<file path="config.mk">
export PLATFORM = sky130hd
export DESIGN_NAME = flash_status_host
export DESIGN_NICKNAME = d
export VERILOG_FILES = /design/src/logic/flash_status_pkg.sv /design/src/logic/flash_bus_cycle.sv /design/src/logic/flash_status_host.sv
export SDC_FILE = /design/constraint.sdc
export NUM_CORES = 1
export LEC_CHECK = 0
export CAP_MARGIN = 20
export CORE_UTILIZATION = 60
export CTS_CLUSTER_SIZE = 40
export DETAILED_ROUTE_END_ITERATION = 6
export DONT_BUFFER_PORTS = 1
export PLACE_DENSITY = 0.86
export SLEW_MARGIN = 10
export SYNTH_ARGS = -nofsm -noshare
export SYNTH_HDL_FRONTEND = slang
export SYNTH_SLANG_ARGS = --single-unit
</file>
<file path="constraint.sdc">
create_clock -name clock -period 3 [get_ports clock]
set_input_delay 0.3 -clock clock [delete_from_list [all_inputs] [get_ports clock]]
set_output_delay 0.3 -clock clock [all_outputs]
set_load 0.05 [all_outputs]
</file>
<file path="src/logic/flash_status_pkg.sv">
/*
 Shared constants and types for the host-side flash status controller.
 Assumes a 25 MHz system clock and an x16 two-die flash on an asynchronous bus.
*/
package flash_status_pkg;

   // Clock and bus timing
   localparam int CLK_PERIOD_NS      = 40;
   localparam int READ_ACCESS_NS     = 105;
   localparam int READ_ACCESS_CYCLES = (READ_ACCESS_NS + CLK_PERIOD_NS - 1) / CLK_PERIOD_NS;
   localparam int WRITE_PULSE_NS     = 40;
   localparam int WRITE_PULSE_CYCLES = (WRITE_PULSE_NS + CLK_PERIOD_NS - 1) / CLK_PERIOD_NS;
   localparam int SYNC_STAGES        = 3;

   // Command cycle addresses and codes
   localparam logic [11:0] UNLOCK_ADDR_1    = 12'h0555;
   localparam logic [11:0] UNLOCK_ADDR_2    = 12'h02AA;
   localparam logic [15:0] CODE_UNLOCK_1    = 16'h00AA;
   localparam logic [15:0] CODE_UNLOCK_2    = 16'h0055;
   localparam logic [15:0] CODE_READ_RESET  = 16'h00F0;
   localparam logic [15:0] CODE_READ_STATUS = 16'h0070;

   // Operation status register fields
   localparam int READY_FLAG_POS       = 7;
   localparam int ERASE_CHECK_FAIL_POS = 5;
   localparam int PROGRAM_FAIL_POS     = 4;
   localparam int BUFFER_ABORT_POS     = 3;
   localparam int LOCKED_BLOCK_POS     = 1;
   localparam logic [15:0] STATUS_VALID_MASK = 16'h00FE;
   localparam logic [15:0] STATUS_BUSY_MASK  = 16'h0080;

   // Data polling fields
   localparam int COMPLETION_POS   = 7;
   localparam int POLL_ERROR_POS   = 5;
   localparam int ABORT_POLL_POS   = 1;
   localparam logic [15:0] POLL_VALID_MASK = 16'h00EE;

   typedef enum logic [2:0] {
      CMD_WRITE,
      CMD_POLL,
      CMD_READ_STATUS,
      CMD_READ_RESET,
      CMD_FULL_RESET
   } cmd_kind_t;

   typedef enum logic [2:0] {
      RES_OK,
      RES_BUSY,
      RES_FAILED,
      RES_ABORTED,
      RES_TIMEOUT,
      RES_REFUSED
   } outcome_t;

   typedef struct packed {
      cmd_kind_t   kind;
      logic [15:0] wdata;
   } req_t;

   typedef struct packed {
      outcome_t    outcome;
      logic [15:0] data;
   } result_t;

   typedef struct packed {
      logic        ce_n;
      logic        oe_n;
      logic        we_n;
      logic [15:0] dq_out;
      logic        dq_oe;
   } pins_t;

   localparam pins_t PINS_IDLE = '{ce_n: 1'b1, oe_n: 1'b1, we_n: 1'b1,
                                   dq_out: 16'h0000, dq_oe: 1'b0};

endpackage

</file>
<file path="src/logic/flash_bus_cycle.sv">
/*
 One asynchronous bus read or write cycle on the flash pins.
 Assumes the data inputs come straight from the pins, outside this clock domain.
*/
module flash_bus_cycle #(
   parameter int ADDR_W = 27
) (
   // Clock and reset
   input  wire logic                     clock,
   input  wire logic                     rst_n,
   // Request
   input  wire logic                     start,
   input  wire logic                     write,
   input  wire logic [ADDR_W-1:0]        addr,
   input  wire logic [15:0]              wdata,
   // Answer
   output logic                          done,
   output logic [15:0]                   rdata,
   // Flash pins
   output flash_status_pkg::pins_t       pins,
   output logic [ADDR_W-1:0]             pin_addr,
   input  wire logic [15:0]              dq_in
);

   typedef enum logic [1:0] {PH_IDLE, PH_SETUP, PH_STROBE, PH_HOLD} phase_t;

   typedef struct packed {
      phase_t                  phase;
      logic                    wr;
      logic [3:0]              cnt;
      flash_status_pkg::pins_t pins;
      logic [ADDR_W-1:0]       addr;
      logic [15:0]             rdata;
      logic                    done;
      logic [15:0]             s1;
      logic [15:0]             s2;
      logic [15:0]             s3;
   } state_t;

   localparam state_t RESET_STATE = '{phase: PH_IDLE, pins: flash_status_pkg::PINS_IDLE,
                                     default: '0};

   state_t s_q;
   state_t s_d;

   always_comb begin
      s_d      = s_q;
      s_d.done = 1'b0;
      s_d.s1   = dq_in;
      s_d.s2   = s_q.s1;
      s_d.s3   = s_q.s2;
      case (s_q.phase)
         PH_IDLE: begin
            if (start) begin
               s_d.addr      = addr;
               s_d.wr        = write;
               s_d.pins.ce_n = 1'b0;
               s_d.phase     = PH_SETUP;
               if (write) begin
                  s_d.pins.dq_out = wdata;
                  s_d.pins.dq_oe  = 1'b1;
                  s_d.cnt         = 4'd0;
               end else begin
                  s_d.pins.oe_n = 1'b0;
                  s_d.cnt = 4'(flash_status_pkg::READ_ACCESS_CYCLES
                               + flash_status_pkg::SYNC_STAGES);
               end
            end
         end
         PH_SETUP: begin
            if (s_q.cnt != 4'd0) begin
               s_d.cnt = s_q.cnt - 4'd1;
            end else if (s_q.wr) begin
               s_d.pins.we_n = 1'b0;
               s_d.cnt       = 4'(flash_status_pkg::WRITE_PULSE_CYCLES - 1);
               s_d.phase     = PH_STROBE;
            end else if (s_q.s2 == s_q.s3) begin
               // Data counts once the last two sync stages agree
               s_d.rdata     = s_q.s3;
               s_d.pins      = flash_status_pkg::PINS_IDLE;
               s_d.done      = 1'b1;
               s_d.phase     = PH_IDLE;
            end
         end
         PH_STROBE: begin
            if (s_q.cnt != 4'd0) begin
               s_d.cnt = s_q.cnt - 4'd1;
            end else begin
               s_d.pins.we_n = 1'b1;
               s_d.phase     = PH_HOLD;
            end
         end
         PH_HOLD: begin
            s_d.pins  = flash_status_pkg::PINS_IDLE;
            s_d.done  = 1'b1;
            s_d.phase = PH_IDLE;
         end
         default: begin
            s_d = RESET_STATE;
         end
      endcase
   end

   always_ff @(posedge clock or negedge rst_n) begin
      if (!rst_n) begin
         s_q <= RESET_STATE;
      end else begin
         s_q <= s_d;
      end
   end

   assign done     = s_q.done;
   assign rdata    = s_q.rdata;
   assign pins     = s_q.pins;
   assign pin_addr = s_q.addr;

endmodule

</file>
<file path="src/logic/flash_status_host.sv">
/*
 Host controller that polls and reads operation status of a two-die flash.
 Assumes the flash sits on the pins below and the user sequences the command
 cycles that start program or erase through the plain write command.
*/
module flash_status_host #(
   parameter int ADDR_W    = 27,
   parameter int MAX_POLLS = 65536
) (
   // Clock and reset
   input  wire logic                     clock,
   input  wire logic                     rst_n,
   // User request
   input  wire logic                     req_valid,
   input  flash_status_pkg::req_t        req,
   input  wire logic [ADDR_W-1:0]        req_addr,
   output logic                          req_ready,
   // User answer
   output logic                          resp_valid,
   output flash_status_pkg::result_t     resp,
   // Controller state
   output logic                          need_read_reset,
   output logic                          need_full_reset,
   output logic                          die_busy,
   output logic                          die_busy_sel,
   output logic                          ready_busy_seen,
   // Flash pins
   output flash_status_pkg::pins_t       flash_pins,
   output logic [ADDR_W-1:0]             flash_addr,
   input  wire logic [15:0]              dq_in,
   input  wire logic                     ready_busy_in
);

   localparam int POLL_W = $clog2(MAX_POLLS + 1);

   if (ADDR_W < 13 || MAX_POLLS < 1) begin : g_bad_params
      $error("flash_status_host: ADDR_W must be at least 13 and MAX_POLLS at least 1");
   end

   typedef enum logic [1:0] {ST_IDLE, ST_STEP, ST_WAIT} fsm_t;
   typedef enum logic [1:0] {LK_NONE, LK_NEED_RESET, LK_NEED_FULL} lock_t;

   typedef struct packed {
      fsm_t                        fsm;
      lock_t                       lock;
      flash_status_pkg::cmd_kind_t kind;
      logic [ADDR_W-1:0]           addr;
      logic [15:0]                 wdata;
      logic [1:0]                  step;
      logic [POLL_W-1:0]           polls;
      logic                        busy_valid;
      logic                        busy_die;
      logic                        start;
      logic                        bus_wr;
      logic [ADDR_W-1:0]           bus_addr;
      logic [15:0]                 bus_wdata;
      logic                        req_ready;
      logic                        resp_valid;
      flash_status_pkg::result_t   resp;
      logic                        rb1;
      logic                        rb2;
      logic                        rb3;
      logic                        rb_level;
   } state_t;

   localparam state_t RESET_STATE = '{fsm: ST_IDLE, lock: LK_NONE,
                                     kind: flash_status_pkg::CMD_WRITE,
                                     rb_level: 1'b1, default: '0};

   state_t s_q;
   state_t s_d;

   logic        bus_done;
   logic [15:0] bus_rdata;

   flash_bus_cycle #(
      .ADDR_W (ADDR_W)
   ) u_bus (
      .clock    (clock),
      .rst_n    (rst_n),
      .start    (s_q.start),
      .write    (s_q.bus_wr),
      .addr     (s_q.bus_addr),
      .wdata    (s_q.bus_wdata),
      .done     (bus_done),
      .rdata    (bus_rdata),
      .pins     (flash_pins),
      .pin_addr (flash_addr),
      .dq_in    (dq_in)
   );

   // Command cycle address inside the die that the request selects
   function automatic logic [ADDR_W-1:0] die_addr(input logic die, input logic [11:0] low);
      logic [ADDR_W-1:0] a;
      a             = '0;
      a[ADDR_W-1]   = die;
      a[11:0]       = low;
      return a;
   endfunction

   always_comb begin
      logic        refuse;
      logic        die;
      logic [15:0] masked;
      refuse       = 1'b0;
      die          = s_q.addr[ADDR_W-1];
      masked       = 16'h0000;
      s_d          = s_q;
      s_d.start    = 1'b0;
      s_d.resp_valid = 1'b0;
      s_d.rb1      = ready_busy_in;
      s_d.rb2      = s_q.rb1;
      s_d.rb3      = s_q.rb2;
      if (s_q.rb2 == s_q.rb3) begin
         s_d.rb_level = s_q.rb3;
      end
      case (s_q.fsm)
         ST_IDLE: begin
            if (req_valid && s_q.req_ready) begin
               refuse = (s_q.lock == LK_NEED_RESET)
                        && (req.kind != flash_status_pkg::CMD_READ_RESET)
                        && (req.kind != flash_status_pkg::CMD_FULL_RESET);
               if (s_q.lock == LK_NEED_FULL && req.kind != flash_status_pkg::CMD_FULL_RESET) begin
                  refuse = 1'b1;
               end
               if (req.kind == flash_status_pkg::CMD_WRITE && s_q.busy_valid
                   && req_addr[ADDR_W-1] != s_q.busy_die) begin
                  refuse = 1'b1;
               end
               if (refuse) begin
                  s_d.resp_valid   = 1'b1;
                  s_d.resp.outcome = flash_status_pkg::RES_REFUSED;
                  s_d.resp.data    = 16'h0000;
               end else begin
                  s_d.kind  = req.kind;
                  s_d.addr  = req_addr;
                  s_d.wdata = req.wdata;
                  s_d.step  = 2'd0;
                  s_d.polls = '0;
                  s_d.fsm   = ST_STEP;
               end
            end
         end
         ST_STEP: begin
            s_d.start     = 1'b1;
            s_d.bus_wr    = 1'b1;
            s_d.bus_addr  = s_q.addr;
            s_d.bus_wdata = s_q.wdata;
            s_d.fsm       = ST_WAIT;
            case (s_q.kind)
               flash_status_pkg::CMD_READ_RESET: begin
                  s_d.bus_wdata = flash_status_pkg::CODE_READ_RESET;
               end
               flash_status_pkg::CMD_FULL_RESET: begin
                  if (s_q.step == 2'd0) begin
                     s_d.bus_addr  = die_addr(die, flash_status_pkg::UNLOCK_ADDR_1);
                     s_d.bus_wdata = flash_status_pkg::CODE_UNLOCK_1;
                  end else if (s_q.step == 2'd1) begin
                     s_d.bus_addr  = die_addr(die, flash_status_pkg::UNLOCK_ADDR_2);
                     s_d.bus_wdata = flash_status_pkg::CODE_UNLOCK_2;
                  end else begin
                     s_d.bus_wdata = flash_status_pkg::CODE_READ_RESET;
                  end
               end
               flash_status_pkg::CMD_READ_STATUS: begin
                  if (s_q.step == 2'd0) begin
                     s_d.bus_addr  = die_addr(die, flash_status_pkg::UNLOCK_ADDR_1);
                     s_d.bus_wdata = flash_status_pkg::CODE_READ_STATUS;
                  end else begin
                     s_d.bus_wr = 1'b0;
                  end
               end
               flash_status_pkg::CMD_POLL: begin
                  s_d.bus_wr = 1'b0;
               end
               default: begin
                  s_d.bus_wr = 1'b1;
               end
            endcase
         end
         ST_WAIT: begin
            if (bus_done) begin
               s_d.fsm          = ST_IDLE;
               s_d.resp_valid   = 1'b1;
               s_d.resp.outcome = flash_status_pkg::RES_OK;
               s_d.resp.data    = 16'h0000;
               case (s_q.kind)
                  flash_status_pkg::CMD_WRITE: begin
                     s_d.busy_valid = 1'b1;
                     s_d.busy_die   = die;
                  end
                  flash_status_pkg::CMD_READ_RESET: begin
                     s_d.lock       = LK_NONE;
                     s_d.busy_valid = 1'b0;
                  end
                  flash_status_pkg::CMD_FULL_RESET: begin
                     if (s_q.step != 2'd2) begin
                        s_d.step       = s_q.step + 2'd1;
                        s_d.fsm        = ST_STEP;
                        s_d.resp_valid = 1'b0;
                     end else begin
                        s_d.lock       = LK_NONE;
                        s_d.busy_valid = 1'b0;
                     end
                  end
                  flash_status_pkg::CMD_READ_STATUS: begin
                     if (s_q.step == 2'd0) begin
                        s_d.step       = 2'd1;
                        s_d.fsm        = ST_STEP;
                        s_d.resp_valid = 1'b0;
                     end else if (!bus_rdata[flash_status_pkg::READY_FLAG_POS]) begin
                        s_d.resp.data    = bus_rdata & flash_status_pkg::STATUS_BUSY_MASK;
                        s_d.resp.outcome = flash_status_pkg::RES_BUSY;
                     end else begin
                        masked        = bus_rdata & flash_status_pkg::STATUS_VALID_MASK;
                        s_d.resp.data = masked;
                        if (masked[flash_status_pkg::BUFFER_ABORT_POS]) begin
                           s_d.resp.outcome = flash_status_pkg::RES_ABORTED;
                           s_d.lock         = LK_NEED_FULL;
                        end else if (masked[flash_status_pkg::ERASE_CHECK_FAIL_POS]
                                     || masked[flash_status_pkg::PROGRAM_FAIL_POS]
                                     || masked[flash_status_pkg::LOCKED_BLOCK_POS]) begin
                           s_d.resp.outcome = flash_status_pkg::RES_FAILED;
                           s_d.lock         = LK_NEED_RESET;
                        end else begin
                           s_d.busy_valid = 1'b0;
                        end
                     end
                  end
                  flash_status_pkg::CMD_POLL: begin
                     masked        = bus_rdata & flash_status_pkg::POLL_VALID_MASK;
                     s_d.resp.data = masked;
                     if (masked[flash_status_pkg::COMPLETION_POS]
                         == s_q.wdata[flash_status_pkg::COMPLETION_POS]) begin
                        s_d.busy_valid = 1'b0;
                     end else if (s_q.step == 2'd1) begin
                        s_d.resp.outcome = flash_status_pkg::RES_FAILED;
                        s_d.lock         = LK_NEED_RESET;
                     end else if (masked[flash_status_pkg::POLL_ERROR_POS]) begin
                        s_d.step       = 2'd1;
                        s_d.fsm        = ST_STEP;
                        s_d.resp_valid = 1'b0;
                     end else if (masked[flash_status_pkg::ABORT_POLL_POS]) begin
                        s_d.resp.outcome = flash_status_pkg::RES_ABORTED;
                        s_d.lock         = LK_NEED_FULL;
                     end else if (s_q.polls == POLL_W'(MAX_POLLS - 1)) begin
                        s_d.resp.outcome = flash_status_pkg::RES_TIMEOUT;
                     end else begin
                        s_d.polls      = s_q.polls + POLL_W'(1);
                        s_d.fsm        = ST_STEP;
                        s_d.resp_valid = 1'b0;
                     end
                  end
                  default: begin
                     s_d.resp.outcome = flash_status_pkg::RES_OK;
                  end
               endcase
            end
         end
         default: begin
            s_d = RESET_STATE;
         end
      endcase
      s_d.req_ready = (s_d.fsm == ST_IDLE);
   end

   always_ff @(posedge clock or negedge rst_n) begin
      if (!rst_n) begin
         s_q <= RESET_STATE;
      end else begin
         s_q <= s_d;
      end
   end

   assign req_ready       = s_q.req_ready;
   assign resp_valid      = s_q.resp_valid;
   assign resp            = s_q.resp;
   assign need_read_reset = (s_q.lock == LK_NEED_RESET);
   assign need_full_reset = (s_q.lock == LK_NEED_FULL);
   assign die_busy        = s_q.busy_valid;
   assign die_busy_sel    = s_q.busy_die;
   assign ready_busy_seen = s_q.rb_level;

endmodule

</file>
==> results.txt <==
Status -> finished with violations
Violated checks -> hold timing
Nets -> 989
Max clock buf depth -> 3
Post-route clock period utilization -> 95.83%
Gate power share -> 29.9%
Fin Hold WS -> -0.5262 ns
Multi-input logic area -> 0.003772 mm2
Top cells by area, synth -> dfrtp_1 (57%), a22o_1 (8.0%), buf_4 (4.8%)
Slew margin rel. -> 32.33%
# DRC -> 0
IO buf count -> 0
CTS Buf Count -> 25
Ys Warns -> 0
Max Clock Freq -> 0.3478 GHz
CP Class -> reg -> reg
Critical path startpoint category -> register
Ys flop type -> dfrtp_1
Share of the synthesized area in the top cell type -> 56.63%
Initial DRC count -> 556
Asr flop ratio synth -> 100.0%
Drt pass-1 iters -> 5
Total Routing Usage GR -> 25.57%
Height of the die -> 134.4 um
Share of cells above drive strength 1 -> 13.10%
Cell accounting for the most synthesized area -> dfrtp_1
Vias -> 7,024
Placement Setup Slack -> 0.1081 ns
Number of library cell types mapped by synthesis -> 67
Core ar. -> 0.01718 mm2
Initial Util -> 61.23%
Gr ovfl total -> 0
Max-cap viol count -> 0
Switching part of the total -> 38.89%
Pint -> 7049 uW
Pwr Density -> 975.9 mW/mm2
Placed Area -> 0.01034 mm2
I/O pin count -> 139
H-tree Lvls -> 1
Post-route ant nets -> 0
Crit path arrival time -> 3.34 ns
Largest net degree at the start of global routing -> 243
Initial antenna violation count -> 0
Mean Syn Cell Area -> 11.79 um2
Post-Route WL -> 22.79 mm
Part of the power in the clock network -> 26.4%
Sequential element share of the synthesized area -> 57.63%
Vias in the first global route -> 6,968
Chip Width -> 134.4 um
Sink Count -> 242
Design area -> 0.01182 mm2
WL/cell -> 19.83 um
Mapped Cells -> 892
Final worst path period need -> 2.875 ns
Critical path data required time -> 3.46 ns
Die ar. -> 0.01806 mm2
Synthesized flop and latch total -> 242
CTS Root Cell -> clkbuf_16
Vias per cell -> 6.113
Worst-Skew Late Latency -> 0.53 ns
VDD IR max -> 0.5754 mV
Fill cells -> 1,182
Hold-fix buffers, CTS -> 63
Total area of sequential cells -> 0.006061 mm2
Area delta synth->final -> 12.40%
Synthesized cell area -> 0.01052 mm2
Seq pwr share -> 43.7%
Rows -> 48
Final hold violations -> 242
CP max FO -> 6
Finished Core Util -> 68.82%
P_sw -> 4486 uW
Max-slew violations -> 0
CP endpoint kind -> register
GPL Wtd Cong -> 0.8963
CTS tree -> yes
EDFF count, synth -> 0
Global-route wire length before repair -> 36.58 mm
Pleak -> 0.005455 uW
Slew @ Worst Pin -> 1.013 ns
Hold WC Path Type -> in -> async
Final setup violation count -> 0
Final setup margin -> 0.1250 ns
Antenna Cells -> 0
Worst-path clk slew -> 0.06 ns
Skew final -> 0.01275 ns
DP HPWL -> 14.04 mm
## critical path, stage by stage (launching register included)
cell and delay [ns]:
dfrtp_1 0.41, ha_1 0.21, nand3_1 0.10, nor4_1 0.08, and3_1 0.17, ha_1 0.20, or3_4 0.43, nor4_4 0.27
buf_4 0.19, nand4_4 0.14, or4_1 0.52, nand3_1 0.09
## cells in the mapped netlist, types with 3 or more instances
library cell and number:
a22o_1 96, a21oi_1 31, a31oi_1 9, nand3_1 13
buf_4 67, or3b_2 3, dfstp_2 4, nand3b_1 3
or3_1 8, dfrtp_1 238, mux2i_1 5, a21o_1 4
nor4_1 12, a22oi_1 4, o211ai_1 6, xor2_1 18
o21ai_0 46, ha_1 18, and3_1 4, nor2b_1 11
inv_1 21, a211o_1 4, mux2_2 36, nor4b_1 3
nor2_1 35, clkbuf_1 35, nand4_1 9, or4_1 8
nor3_1 12, o31ai_1 4, nand2b_1 12, nor3b_1 6
nand2_1 57
## logic make-up (layout without fill, tap and decap cells)
kind of cell               after synthesis  in the layout  synth area share [%]
other                                    1              9               0.03566
AOI/OAI and AO/OA                      235            235                 16.67
adders and majority gates               18             18                 2.142
DFF                                    242            242                 57.63
muxes                                   41             41                 4.331
xor gates and xnor gates                20             20                 1.666
buffers and inverters                  128            152                 7.055
and+or+nand+nor                        207            207                 10.47
## repair_timing
item / in CTS / in global routing
setup buffers: 0 / 2
endpoints found under the setup margin: 0 / 6
gates resized for setup: 0 / 2
endpoints found under the hold margin: 305 / 242
## power by group through the flow
| stage | combinational [uW] | sequential [uW] | clock [uW] |
|---|---|---|---|
| 2_1_floorplan | 3300 | 4390 | 0 |
| 3_3_place_gp | 3230 | 5040 | 0 |
| 3_5_place_dp | 3320 | 5090 | 0 |
| 4_1_cts | 3430 | 5030 | 3080 |
| 5_1_grt | 3760 | 5120 | 3200 |
| 6_report | 3450 | 5040 | 3040 |
## sequential cells by signal, summed over array words and instances (netlist names), 7 cells and up
name            cells
u_bus.s_q          23
s_q               117
resp               10
u_bus.s_d          32
u_bus.rdata         7
u_bus.pin_addr     27
u_bus.pins         20
## cell usage in the layout, fill, tap and decap left out, types with 4 or more instances in the layout
cell,n
nor2b_1,11
dfstp_2,4
or4_1,8
clkbuf_1,6
conb_1,9
clkinv_2,5
nand3_1,13
o21ai_0,46
inv_1,21
mux2i_1,5
clkbuf_16,25
o211ai_1,6
nor2_1,34
and3_1,4
ha_1,18
dfrtp_1,238
a21oi_1,31
mux2_2,36
or3_1,7
xor2_1,18
nand2_1,57
a22oi_1,4
a211o_1,4
a31oi_1,8
nor3b_1,6
dlygate4sd3_1,63
o31ai_1,4
clkbuf_8,6
nor3_1,12
nor4_1,12
buf_4,21
a22o_1,96
nand4_1,9
nand2b_1,12
## stage by stage
step	total power, uW	cells	hold slack (ns)	setup TNS [ns]
5_1_grt	12090	1149	-0.5410	-0.01552
3_5_place_dp	8403	1038	0.009472	0
2_1_floorplan	7692	900	0.004409	0
6_report	11540	1149	-0.5262	0
4_1_cts	11540	1147	-0.5384	0
3_3_place_gp	8268	1038	0.01091	0
## routing by layer
layer  vias to the layer above  GRT usage, %  part of all wire, %
met3                        59         5.291                  7.3
li1                       3201             -                    -
met2                       275         42.37                   48
met1                      3489         33.56                   41
met4                         0         8.989                  3.3
met5                         -             0                    0
## cell type report
class	count	area share [%]
timing repair buffer	85	6.838
sequential	242	51.28
clock inverter	9	0.7410
clock buffer	37	6.182
tap	225	2.382
multi-input combinational	530	31.91
inverter	21	0.6669
## path summary, 6_finish.rpt
path                               start                end  slack, ns  cells past startpoint
min                                rst_n  u_bus.pin_addr[9]      -0.53                      0
min in group clock              dq_in[1]      u_bus.s_d[17]       0.32                      1
max in group asynchronous          rst_n    ready_busy_seen       3.25                      0
max reg2reg                      s_q[73]            s_q[79]       0.13                     11
min reg2reg                u_bus.s_d[26]      u_bus.s_d[10]       0.35                      0
max                              s_q[73]            s_q[79]       0.13                     11
No activity file was read; power rests on OpenSTA's default activity.
